===== src/hdl/psc_target_map.svh =====
// Address map, field positions, reset values and timing counts of the serial config target
// Notes on behaviour
// - Delay select picks 100 ms or 12 ms power-up
// - Power-up holds status low, user pins floating
// - Memory holding status low delays configuration
// - Prefer short device delay, long memory delay
// - Both parties release the status line after power-up
// - Weak pull-ups off at power-up, then follow select until user mode
// - Restart rise starts reset, load, initialization
// - Restart or status low keeps device reset
// - Restart high releases status, then accept data
// - Data bit captured on serial clock rise
// - Good bitstream releases the done line
// - Done rising starts initialization
// - Internal oscillator clocks initialization unless user clock
// - User clock ignored while loading data
// - User clock: delay, then 299 cycles
// - First frame enable bit drives init-done low
// - Init-done released on entering user mode
// - User mode removes weak pull-ups
// - Error pulls status low, auto-release in 40 us
// - Restart low in user mode reconfigures
`ifndef PSC_TARGET_MAP_SVH
`define PSC_TARGET_MAP_SVH

`define PSC_REG_CTRL        8'h00
`define PSC_REG_LEN         8'h04
`define PSC_REG_STAT        8'h08
`define PSC_REG_WORD        8'h0c
`define PSC_CTRL_AUTO_BIT   0
`define PSC_CTRL_UCLK_BIT   1
`define PSC_CTRL_RST        2'h1
`define PSC_LEN_RST         16'h0004
`define PSC_CLK_MHZ         100
`define PSC_POR_LONG_MS     100
`define PSC_POR_SHORT_MS    12
`define PSC_ERR_TIMEOUT_US  40
`define PSC_OSC_MHZ         10
`define PSC_INIT_CYCLES     299
`define PSC_SCLK_MAX_NS     160
`define PSC_UCLK_DLY_NS     (4 * `PSC_SCLK_MAX_NS)
`define PSC_ERR_CYC         ((`PSC_ERR_TIMEOUT_US * `PSC_CLK_MHZ))
`define PSC_OSC_DIV         (`PSC_CLK_MHZ / `PSC_OSC_MHZ)
`define PSC_UCLK_DLY_CYC    ((`PSC_UCLK_DLY_NS * `PSC_CLK_MHZ + 999) / 1000)

`endif


===== src/hdl/psc_pkg.sv =====
// Types shared by the serial config target
package psc_pkg;
  typedef enum logic [2:0] {
    PSC_POR, PSC_RESET, PSC_LOAD, PSC_RELEASE, PSC_INIT, PSC_USER, PSC_FAULT
  } psc_state_t;
endpackage


===== src/hdl/psc_target.sv =====
// Passive serial configuration target with AHB-Lite register access
//
// Implementation choices: register access over AHB-Lite and the placing of the registers.
`timescale 1ns/1ps
`include "psc_target_map.svh"
module psc_target
#(
  parameter int unsigned POR_LONG_CYC  = `PSC_POR_LONG_MS * 1000 * `PSC_CLK_MHZ,
  parameter int unsigned POR_SHORT_CYC = `PSC_POR_SHORT_MS * 1000 * `PSC_CLK_MHZ
)
(
  // Clock and reset
  input  wire logic        ref_clk,
  input  wire logic        sys_rst,
  // AHB-Lite slave
  input  wire logic        hsel,
  input  wire logic [31:0] haddr,
  input  wire logic [1:0]  htrans,
  input  wire logic        hwrite,
  input  wire logic [2:0]  hsize,
  input  wire logic [31:0] hwdata,
  input  wire logic        hready,
  output logic             hreadyout,
  output logic             hresp,
  output logic [31:0]      hrdata,
  // Configuration pins
  input  wire logic        cfg_restart_n,
  input  wire logic        serial_cfg_clock,
  input  wire logic        serial_cfg_data,
  input  wire logic        user_startup_clock,
  input  wire logic        reset_delay_select,
  input  wire logic        weak_pullup_select_n,
  // Open-drain status, done and init-done lines
  input  wire logic        status_in,
  output logic             status_out,
  output logic             status_oe_n,
  input  wire logic        done_in,
  output logic             done_out,
  output logic             done_oe_n,
  output logic             init_done_out,
  output logic             init_done_oe_n,
  // User pin control
  output logic             user_io_tristate,
  output logic             weak_pullup_en,
  output psc_pkg::psc_state_t cfg_state
);
  import psc_pkg::*;

  localparam int unsigned ERR_CYC  = `PSC_ERR_CYC;
  localparam int unsigned OSC_DIV  = `PSC_OSC_DIV;
  localparam int unsigned UCLK_DLY = `PSC_UCLK_DLY_CYC;
  localparam int          INIT_CYC = `PSC_INIT_CYCLES;
  localparam logic [1:0]  CTRL_RST = `PSC_CTRL_RST;

  if (POR_LONG_CYC == 0 || POR_SHORT_CYC == 0 ||
      POR_LONG_CYC >= 2**24 || POR_SHORT_CYC >= 2**24)
  begin : g_chk
    $error("POR cycle counts must be 1 .. 2**24-1");
  end

  // Register index of a bus address, 3'h7 when unmapped
  function automatic logic [2:0] psc_dec(input logic [31:0] a);
    logic [2:0] r;
    r = 3'h7;
    if (a[31:8] == 24'h0)
    begin
      case (a[7:0])
        `PSC_REG_CTRL: r = 3'h0;
        `PSC_REG_LEN:  r = 3'h1;
        `PSC_REG_STAT: r = 3'h2;
        `PSC_REG_WORD: r = 3'h3;
        default:       r = 3'h7;
      endcase
    end
    return r;
  endfunction

  psc_state_t  state_q;
  logic [23:0] cnt_q;
  logic [8:0]  tick_q;
  logic [3:0]  osc_q;
  logic [7:0]  in_s1_q;
  logic [7:0]  in_s2_q;
  logic        sclk_s3_q;
  logic        uclk_s3_q;
  logic [4:0]  bitc_q;
  logic [31:0] shreg_q;
  logic [31:0] chk_q;
  logic [31:0] last_word_q;
  logic [15:0] words_q;
  logic        init_en_q;
  logic        auto_q;
  logic        uclk_sel_q;
  logic [15:0] len_q;
  logic        wr_pend_q;
  logic [2:0]  wr_idx_q;
  logic [31:0] rdata_q;

  // Two-stage synchronisers for every pin input
  always_ff @(posedge ref_clk)
  begin
    if (sys_rst)
    begin
      in_s1_q   <= 8'h00;
      in_s2_q   <= 8'h00;
      sclk_s3_q <= 1'b0;
      uclk_s3_q <= 1'b0;
    end
    else
    begin
      in_s1_q   <= {cfg_restart_n, status_in, done_in, serial_cfg_clock,
                    serial_cfg_data, user_startup_clock, reset_delay_select,
                    weak_pullup_select_n};
      in_s2_q   <= in_s1_q;
      sclk_s3_q <= in_s2_q[4];
      uclk_s3_q <= in_s2_q[2];
    end
  end

  logic restart_s, status_s, done_s, sdata_s, dsel_s, pusel_s;
  logic sclk_rise, uclk_rise, osc_tick, init_tick;
  logic word_done, word_last, word_ok;
  logic [31:0] word_next;
  logic [23:0] por_lim;

  assign restart_s = in_s2_q[7];
  assign status_s  = in_s2_q[6];
  assign done_s    = in_s2_q[5];
  assign sdata_s   = in_s2_q[3];
  assign dsel_s    = in_s2_q[1];
  assign pusel_s   = in_s2_q[0];
  assign sclk_rise = in_s2_q[4] & ~sclk_s3_q;
  assign uclk_rise = in_s2_q[2] & ~uclk_s3_q;
  assign osc_tick  = (osc_q == 4'(OSC_DIV - 1));
  // User clock only counts after the enable delay; it never reaches loading
  assign init_tick = uclk_sel_q ? (uclk_rise && cnt_q >= 24'(UCLK_DLY))
                                : osc_tick;
  assign por_lim   = dsel_s ? 24'(POR_SHORT_CYC - 1) : 24'(POR_LONG_CYC - 1);
  assign word_next = {sdata_s, shreg_q[31:1]};
  assign word_done = (state_q == PSC_LOAD) && sclk_rise && (bitc_q == 5'd31);
  assign word_last = word_done && (words_q + 16'h1 == len_q);
  assign word_ok   = ((chk_q ^ word_next) == 32'h0);

  // Free-running internal oscillator model
  always_ff @(posedge ref_clk)
  begin
    if (sys_rst || osc_tick)
      osc_q <= 4'h0;
    else
      osc_q <= osc_q + 4'h1;
  end

  // Sequencer
  always_ff @(posedge ref_clk)
  begin
    if (sys_rst)
    begin
      state_q <= PSC_POR;
      cnt_q   <= 24'h0;
      tick_q  <= 9'h0;
    end
    else if (state_q != PSC_POR && !restart_s && state_q != PSC_RESET)
    begin
      state_q <= PSC_RESET;
      cnt_q   <= 24'h0;
      tick_q  <= 9'h0;
    end
    else
    begin
      case (state_q)
        PSC_POR:
        begin
          if (cnt_q >= por_lim)
          begin
            state_q <= PSC_RESET;
            cnt_q   <= 24'h0;
          end
          else
            cnt_q <= cnt_q + 24'h1;
        end
        PSC_RESET:
        begin
          if (restart_s && status_s)
            state_q <= PSC_LOAD;
        end
        PSC_LOAD:
        begin
          if (!status_s)
            state_q <= PSC_RESET;
          else if (word_last)
            state_q <= word_ok ? PSC_RELEASE : PSC_FAULT;
        end
        PSC_RELEASE:
        begin
          if (!status_s)
            state_q <= PSC_RESET;
          else if (done_s)
            state_q <= PSC_INIT;
        end
        PSC_INIT:
        begin
          if (cnt_q < 24'(UCLK_DLY))
            cnt_q <= cnt_q + 24'h1;
          if (init_tick)
          begin
            if (tick_q == 9'(INIT_CYC - 1))
              state_q <= PSC_USER;
            tick_q <= tick_q + 9'h1;
          end
        end
        PSC_FAULT:
        begin
          if (cnt_q < 24'(ERR_CYC - 1))
            cnt_q <= cnt_q + 24'h1;
          else if (auto_q)
          begin
            state_q <= PSC_RESET;
            cnt_q   <= 24'h0;
          end
        end
        PSC_USER:
          state_q <= PSC_USER;
        default:
          state_q <= PSC_POR;
      endcase
    end
  end

  // Serial capture, only while loading
  always_ff @(posedge ref_clk)
  begin
    if (sys_rst || state_q != PSC_LOAD)
    begin
      bitc_q  <= 5'h0;
      shreg_q <= 32'h0;
      chk_q   <= 32'h0;
      words_q <= 16'h0;
    end
    else if (sclk_rise)
    begin
      bitc_q  <= bitc_q + 5'h1;
      shreg_q <= word_next;
      if (word_done)
      begin
        chk_q   <= chk_q ^ word_next;
        words_q <= words_q + 16'h1;
      end
    end
  end

  // Init-done enable arrives as bit 0 of the first frame
  always_ff @(posedge ref_clk)
  begin
    if (sys_rst || state_q == PSC_RESET || state_q == PSC_POR)
      init_en_q <= 1'b0;
    else if (word_done && words_q == 16'h0 && word_next[0])
      init_en_q <= 1'b1;
  end

  always_ff @(posedge ref_clk)
  begin
    if (sys_rst)
      last_word_q <= 32'h0;
    else if (word_done)
      last_word_q <= word_next;
  end

  // Pin drive
  assign status_out     = 1'b0;
  assign status_oe_n    = !(state_q == PSC_POR || state_q == PSC_FAULT ||
                            (state_q == PSC_RESET && !restart_s));
  assign done_out       = 1'b0;
  assign done_oe_n      = (state_q == PSC_RELEASE || state_q == PSC_INIT ||
                           state_q == PSC_USER);
  assign init_done_out  = 1'b0;
  assign init_done_oe_n = !(init_en_q && state_q != PSC_USER && state_q != PSC_RESET);
  assign user_io_tristate = (state_q != PSC_USER);
  assign weak_pullup_en = (state_q != PSC_POR) && (state_q != PSC_USER) && !pusel_s;
  assign cfg_state      = state_q;

  // AHB-Lite slave: zero wait states, always OKAY
  assign hreadyout = 1'b1;
  assign hresp     = 1'b0;
  assign hrdata    = rdata_q;

  always_ff @(posedge ref_clk)
  begin
    if (sys_rst)
    begin
      wr_pend_q <= 1'b0;
      wr_idx_q  <= 3'h7;
      rdata_q   <= 32'h0;
    end
    else if (hready)
    begin
      wr_pend_q <= hsel && htrans[1] && hwrite;
      wr_idx_q  <= psc_dec(haddr);
      if (hsel && htrans[1] && !hwrite)
      begin
        case (psc_dec(haddr))
          3'h0:    rdata_q <= {30'h0, uclk_sel_q, auto_q};
          3'h1:    rdata_q <= {16'h0, len_q};
          3'h2:    rdata_q <= {words_q, 12'h0, init_en_q, 3'(state_q)};
          3'h3:    rdata_q <= last_word_q;
          default: rdata_q <= 32'h0;
        endcase
      end
    end
  end

  always_ff @(posedge ref_clk)
  begin
    if (sys_rst)
    begin
      auto_q     <= CTRL_RST[`PSC_CTRL_AUTO_BIT];
      uclk_sel_q <= CTRL_RST[`PSC_CTRL_UCLK_BIT];
      len_q      <= `PSC_LEN_RST;
    end
    else if (wr_pend_q)
    begin
      if (wr_idx_q == 3'h0)
      begin
        auto_q     <= hwdata[`PSC_CTRL_AUTO_BIT];
        uclk_sel_q <= hwdata[`PSC_CTRL_UCLK_BIT];
      end
      if (wr_idx_q == 3'h1)
        len_q <= (hwdata[15:0] == 16'h0) ? 16'h1 : hwdata[15:0];
    end
  end
endmodule


===== config.mk =====
export PLATFORM = sky130hd
export DESIGN_NAME = psc_target
export DESIGN_NICKNAME = d
export VERILOG_FILES = /design/src/hdl/psc_pkg.sv /design/src/hdl/psc_target.sv
export VERILOG_INCLUDE_DIRS = /design/src /design/src/hdl
export SDC_FILE = /design/constraint.sdc
export NUM_CORES = 1
export LEC_CHECK = 0
export BUFFER_PORTS_ARGS = -buffer_cell sky130_fd_sc_hd__buf_2
export CORE_AREA = 2 2 145 147
export CTS_CLUSTER_SIZE = 12
export DETAILED_ROUTE_END_ITERATION = 10
export DIE_AREA = 0 0 147 149
export PLACE_DENSITY = 0.73
export RECOVER_POWER = 50
export REMOVE_ABC_BUFFERS = 1
export SLEW_MARGIN = 20
export SYNTH_ARGS = -nofsm -noshare
export SYNTH_HDL_FRONTEND = slang
export SYNTH_SLANG_ARGS = --single-unit

===== constraint.sdc =====
create_clock -name ref_clk -period 2.4 [get_ports ref_clk]
set_input_delay 0 -clock ref_clk [delete_from_list [all_inputs] [get_ports ref_clk]]
set_output_delay 0 -clock ref_clk [all_outputs]
set_load 0.03 [all_outputs]

* Yosys cells after proc, flatten, opt, wreduce, memory -nomap -nowiden
Index checks and enable logic that the tools add are counted.
Storage, ports and cells: memories 0, bits in writable memories 0, bits in read-only memories 0, word-level logic and storage cells 149, output and inout port bits 45, latch bits 0, input port bits 82, register bits 230
Cells by class: reduce and logical (&&, ||, !) cells 49, muxes and demuxes 27, order comparisons 4, bitwise gates (word level) 5, div/mod/pow operators 0, $add $sub $neg 5, eq/ne operators 38, shifts and indexed selects 0, $mul 0
Operator list (number):
- 32-bit one-hot mux with 4 select lines | 1
- 24-bit 2-to-1 mux | 5
- 24-bit one-hot mux with 3 select lines | 1
- 3-bit 2-to-1 mux | 15
- 16-bit zero test | 2
- 32-bit zero test | 1
- 32-bit bitwise XOR | 1
- 3-bit != test (second input constant) | 10
- 24-bit by 1-bit adder with 24-bit output (second input constant) | 1
- 24-bit >= comparator | 1
- 24-bit by 7-bit >= comparator with 1-bit output (second input constant) | 1
- 24-bit zero test | 1
- 24-bit by 12-bit less-than comparator with 1-bit output (second input constant) | 1
- 24-bit by 7-bit less-than comparator with 1-bit output (second input constant) | 1
- 3-bit one-hot mux with 7 select lines | 1
- 1-bit logical AND | 17
- 16-bit by 1-bit adder with 16-bit output (second input constant) | 1
- 16-bit == test | 1
- 8-bit by 4-bit == test with 1-bit output (second input constant) | 2
- 16-bit 2-to-1 mux | 1
- 8-bit AND reduction | 2
- 2-bit != test (second input constant) | 7
- 3-bit by 2-bit == test with 1-bit output (second input constant) | 4
- 3-bit one-hot mux with 4 select lines | 1
- other kinds (24) | 49

* Longest topological paths before layout
word-level depth 9, depth in mapped cells 10, mapped depth without buffers 9

* Least setup slack after synthesis
OpenSTA, ideal clock, no wires.
path kind register to register, from register in_s2_q[1], to register cnt_q[7], buffers on the path 1, stages on the path, launching flop included 11, data required time 2305 ps, arrival time 2394 ps, clock period less this slack 2489 ps, path slack -89 ps, library setup time 95 ps, cells stage by stage dfxtp_1 inv_1 ha_1 a211o_1 a2111o_1 a21oi_1 o2111ai_2 a21oi_4 buf_4 nand3_1 o311ai_1
Between the ends: longest elaborated chain between the ends 4
Ends and longest elaborated chain:
- from (decl) | RTL line psc_target.sv:83 | logic [7:0] in_s2_q;
- from (signal assigned) | RTL line psc_target.sv:114 | in_s2_q <= in_s1_q;
- 24-bit 2-to-1 mux | RTL line psc_target.sv:138 | assign por_lim = dsel_s ? 24'(POR_SHORT_CYC - 1) : 24'(POR_LONG_CYC - 1);
- 24-bit >= comparator | RTL line psc_target.sv:173 | if (cnt_q >= por_lim)
- 24-bit 2-to-1 mux | RTL line psc_target.sv:173
- 24-bit one-hot mux with 3 select lines | RTL line psc_target.sv:170 | case (state_q)
- to (signal assigned) | RTL line psc_target.sv:179 | cnt_q <= cnt_q + 24'h1;
- to (signal assigned) | RTL line psc_target.sv:203 | cnt_q <= cnt_q + 24'h1;
- to (signal assigned) | RTL line psc_target.sv:214 | cnt_q <= cnt_q + 24'h1;
- to (decl) | RTL line psc_target.sv:79 | logic [23:0] cnt_q;
Every way passes these cells. A chain may end at the register's enable or synchronous reset.

* Worst setup path after layout
from register in_s2_q[1], to register cnt_q[14]
Same word-level chain as after synthesis.

==> metrics.md <==
| Metric | Value |
|---|---|
| Post-Syn Area | ~11000 sq um |
| CTS tree | done |
| Placed wire-length estimate | 19.3 mm |
| Setup CP Type | reg -> reg |
| Post-synth top area share | a little over two fifths |
| RSZ-0062 raised after global routing | yes |
| Area growth syn-to-layout | 24.3% |
| # DRC | 0 |
| CP Launch Type | register |
| Pre-antenna DRT Iters | 6 |
| Area after DPL | ~12000 sq um |
| CP max FO | 5 |
| Initial antenna violation count | 0 |
| Number of buffers created by CTS | 25 |
| Row count | 53 |
| CP cell instances | inv_2 -> ha_4 -> a211o_1 -> a2111o_1 -> a21oi_2 -> o2111ai_4 -> a21oi_4 -> buf_4 -> buf_6 -> nand3_1 -> o311ai_1 |
| Total routing usage reported by global routing | between 20 and 30% |
| Outcome | finished with violations |
| WHS | 0.159 ns |
| CP Capture Type | register |
| Data required time of the worst path | approximately 2.8 ns |
| Final Hold Vio Count | 0 |
| DR WL/cell | roughly 17 um |
| Worst-Margin Slew | approximately 1.1 ns |
| # Max-Cap Violations | 0 |
| Post-route antenna net violation count | 0 |
| I/O Buffers | between 100 and 150 |
| Fraction of layout cells with a size suffix above 1 | between 10% and 20% |
| Synth area leaders | dfxtp_1 43%, nand2_1 8.2%, a21oi_1 5.0% |
| CP max stage delay | 0.45 ns |
| Post-route cell area | 13100 sq um |
| ANT cells | 0 |
| CTS root buffer | clkbuf_16 |
| Relative slew slack | between 20% and 30% |
| Gpl congestion | approximately 0.94 |
| Count of state elements after synthesis | roughly 230 |
| I/O pin cnt | between 100 and 150 |
| FMAX | 0.399 GHz |
| First-pass GRT wire length | 46.4 mm |
| Die X-Extent | 147 um |
| Clk_lat worst skew | 0.54 ns |
| Clk sink count | approximately 230 |
| Yosys warns | 0 |
| WL final | 28.7 mm |
| Starting Density | roughly 51% |
| FFs w/ async S/R, synth | 0% |
| Cells after Synth | approximately 1300 |
| Failing checks | negative setup slack |
| Pleak | about 4.7 nW |
| Post-synth top cells | 232 x nand2_1, 229 x dfxtp_1, 131 x nor2_1 |
| CTS HTree Levels | 1 |
| Die height | 149 um |
| Vias | around 9700 |
| Post-synth EDFFs | 0 |
| Hold WC Path Type | in -> reg |
| Endpoints failing setup | 19 |
| Starting DRT DRC Count | 683 |
| CP max stage cell | a2111o_1 |
| Worst-path clk slew | approximately 0.06 ns |
| Top_reg_cell synth | dfxtp_1 |
| Vias per std cell | approximately 5.6 |
| Fin nets | ~1500 |
| Post-synth cell types | 75 |
| Final number of max-transition violations | 0 |
| Core footprint | 20600 sq um |
| Largest net degree at the start of global routing | between 70 and 80 |
| Worst Setup Slack, final | -0.108 ns |
| Syn avg cell area | ~8.4 sq um |
| Vias in the first global route | slightly above 9000 |
| Count leader, synth | nand2_1 |
| Maximum root-to-sink buffer count | 3 |
| Period minus WS final | approximately 2.5 ns |
| Pwr per Cell Area | 593 nW/um^2 |
| Worst Path Arrival | 2.94 ns |
| Worst vdd ir | 0.511 mV |
| Sequential area share after synthesis | around 43% |
| Layout Skew | roughly 0.025 ns |
| Synth area leader | dfxtp_1 |
| GRT overflow | 0 |
| Die area | roughly 22000 sq um |
| Period utilization | 104% |
-- cell families (layout without fill, tap and decap cells) --
logic type	after synthesis	after routing	share of synthesized area [%]
AND/OR/NAND/NOR	549	549	24.2
XOR/XNOR	112	112	9.42
multiplexers	11	11	1.28
other	2	5	0.0711
buffers and inverters	106	292	4.60
adder cells (fa/ha/maj)	18	18	2.13
flip-flops	229	229	43.4
AO/OA/AOI/OAI	237	237	14.8
-- sequential cells by signal, indices dropped and copies added (netlist names), 3 cells and up --
name and flops:
bitc_q 5, cnt_q 24, last_word_q 32, in_s2_q 8
len_q 16, wr_idx_q 3, in_s1_q 8, cfg_state 3
chk_q 32, tick_q 9, shreg_q 31, hrdata 32
words_q 16, osc_q 4
-- power by group --
part	switching (mW)	internal [mW]
sequential	0.0133	3.82
combinational	0.159	0.139
clock	1.52	2.13
-- path summary, 6_finish.rpt --
check | startpoint | end | slack (ns) | cells past startpoint
max | in_s2_q[1] | cnt_q[14] | -0.11 | 11
min | htrans[1] | hrdata[1] | 0.16 | 5
max reg2reg | in_s2_q[1] | cnt_q[14] | -0.11 | 11
min reg2reg | in_s1_q[2] | in_s2_q[2] | 0.43 | 1
-- critical path, delay by kind of cell (launching register included) --
| family | cells | cell delay (ns) |
|---|---|---|
| adder cells (fa/ha/maj) | 1 | 0.20 |
| AO/OA/AOI/OAI | 6 | 1.49 |
| AND/OR/NAND/NOR | 1 | 0.07 |
| flip-flops | 1 | 0.32 |
| buffers and inverters | 3 | 0.34 |
-- area by class of cell --
class,instances,area (sq um)
clock inverters,6,47.5
fillers,1744,7430
repair buffers,226,1560
flip-flops and latches,229,4600
clock buffers,36,737
well taps,275,344
multi-input cells,932,5740
inverters,24,90.1
-- layout by cell type (no fill, tap or decap), types with 19 or more instances in the layout --
master	n
a21oi_1	103
a22o_1	29
a22oi_1	28
buf_2	66
buf_4	67
clkbuf_1	41
clkbuf_16	25
dfxtp_1	220
dlygate4sd3_1	37
inv_1	21
nand2_1	229
nand3_1	29
nand4_1	28
nor2_1	129
nor2b_1	22
nor4_1	19
xnor2_1	58
xor2_1	53
-- layer usage --
layer / global-route usage (%) / vias to the layer above / share of wire [%]
li1: - / 4699 / -
met1: 35.6 / 4571 / 45
met2: 41.9 / 325 / 46
met3: 3.73 / 64 / 6.0
met4: 8.41 / 0 / 3.0
met5: 0 / - / 0
-- what timing repair did --
action | in CTS | in global routing
endpoints found under the setup margin | 22 | 25
gates resized for setup | 24 | 41
pin swaps | 12 | 26
endpoints found under the hold margin | 33 | 0
hold buffers | 37 | 0
gates cloned | 0 | 2
buffers inserted | 3 | 7
-- stage by stage --
| step | instances | setup WS, ns | util (%) | TNS [ns] | power [mW] |
|---|---|---|---|---|---|
| 6_report | 1728 | -0.108 | 63.8 | -0.878 | 7.78 |
| 5_1_grt | 1728 | -0.187 | 63.8 | -2.82 | 8.02 |
| 4_1_cts | 1720 | -0.0266 | 62.9 | -0.0960 | 7.83 |
| 3_5_place_dp | 1638 | -0.160 | 56.7 | -1.91 | 4.16 |
| 3_3_place_gp | 1638 | -0.190 | 56.7 | -0.257 | 4.15 |
| 2_1_floorplan | 1185 | -1.16 | - | -68.63 | 4.01 |
(Power assumes the default switching activity.)
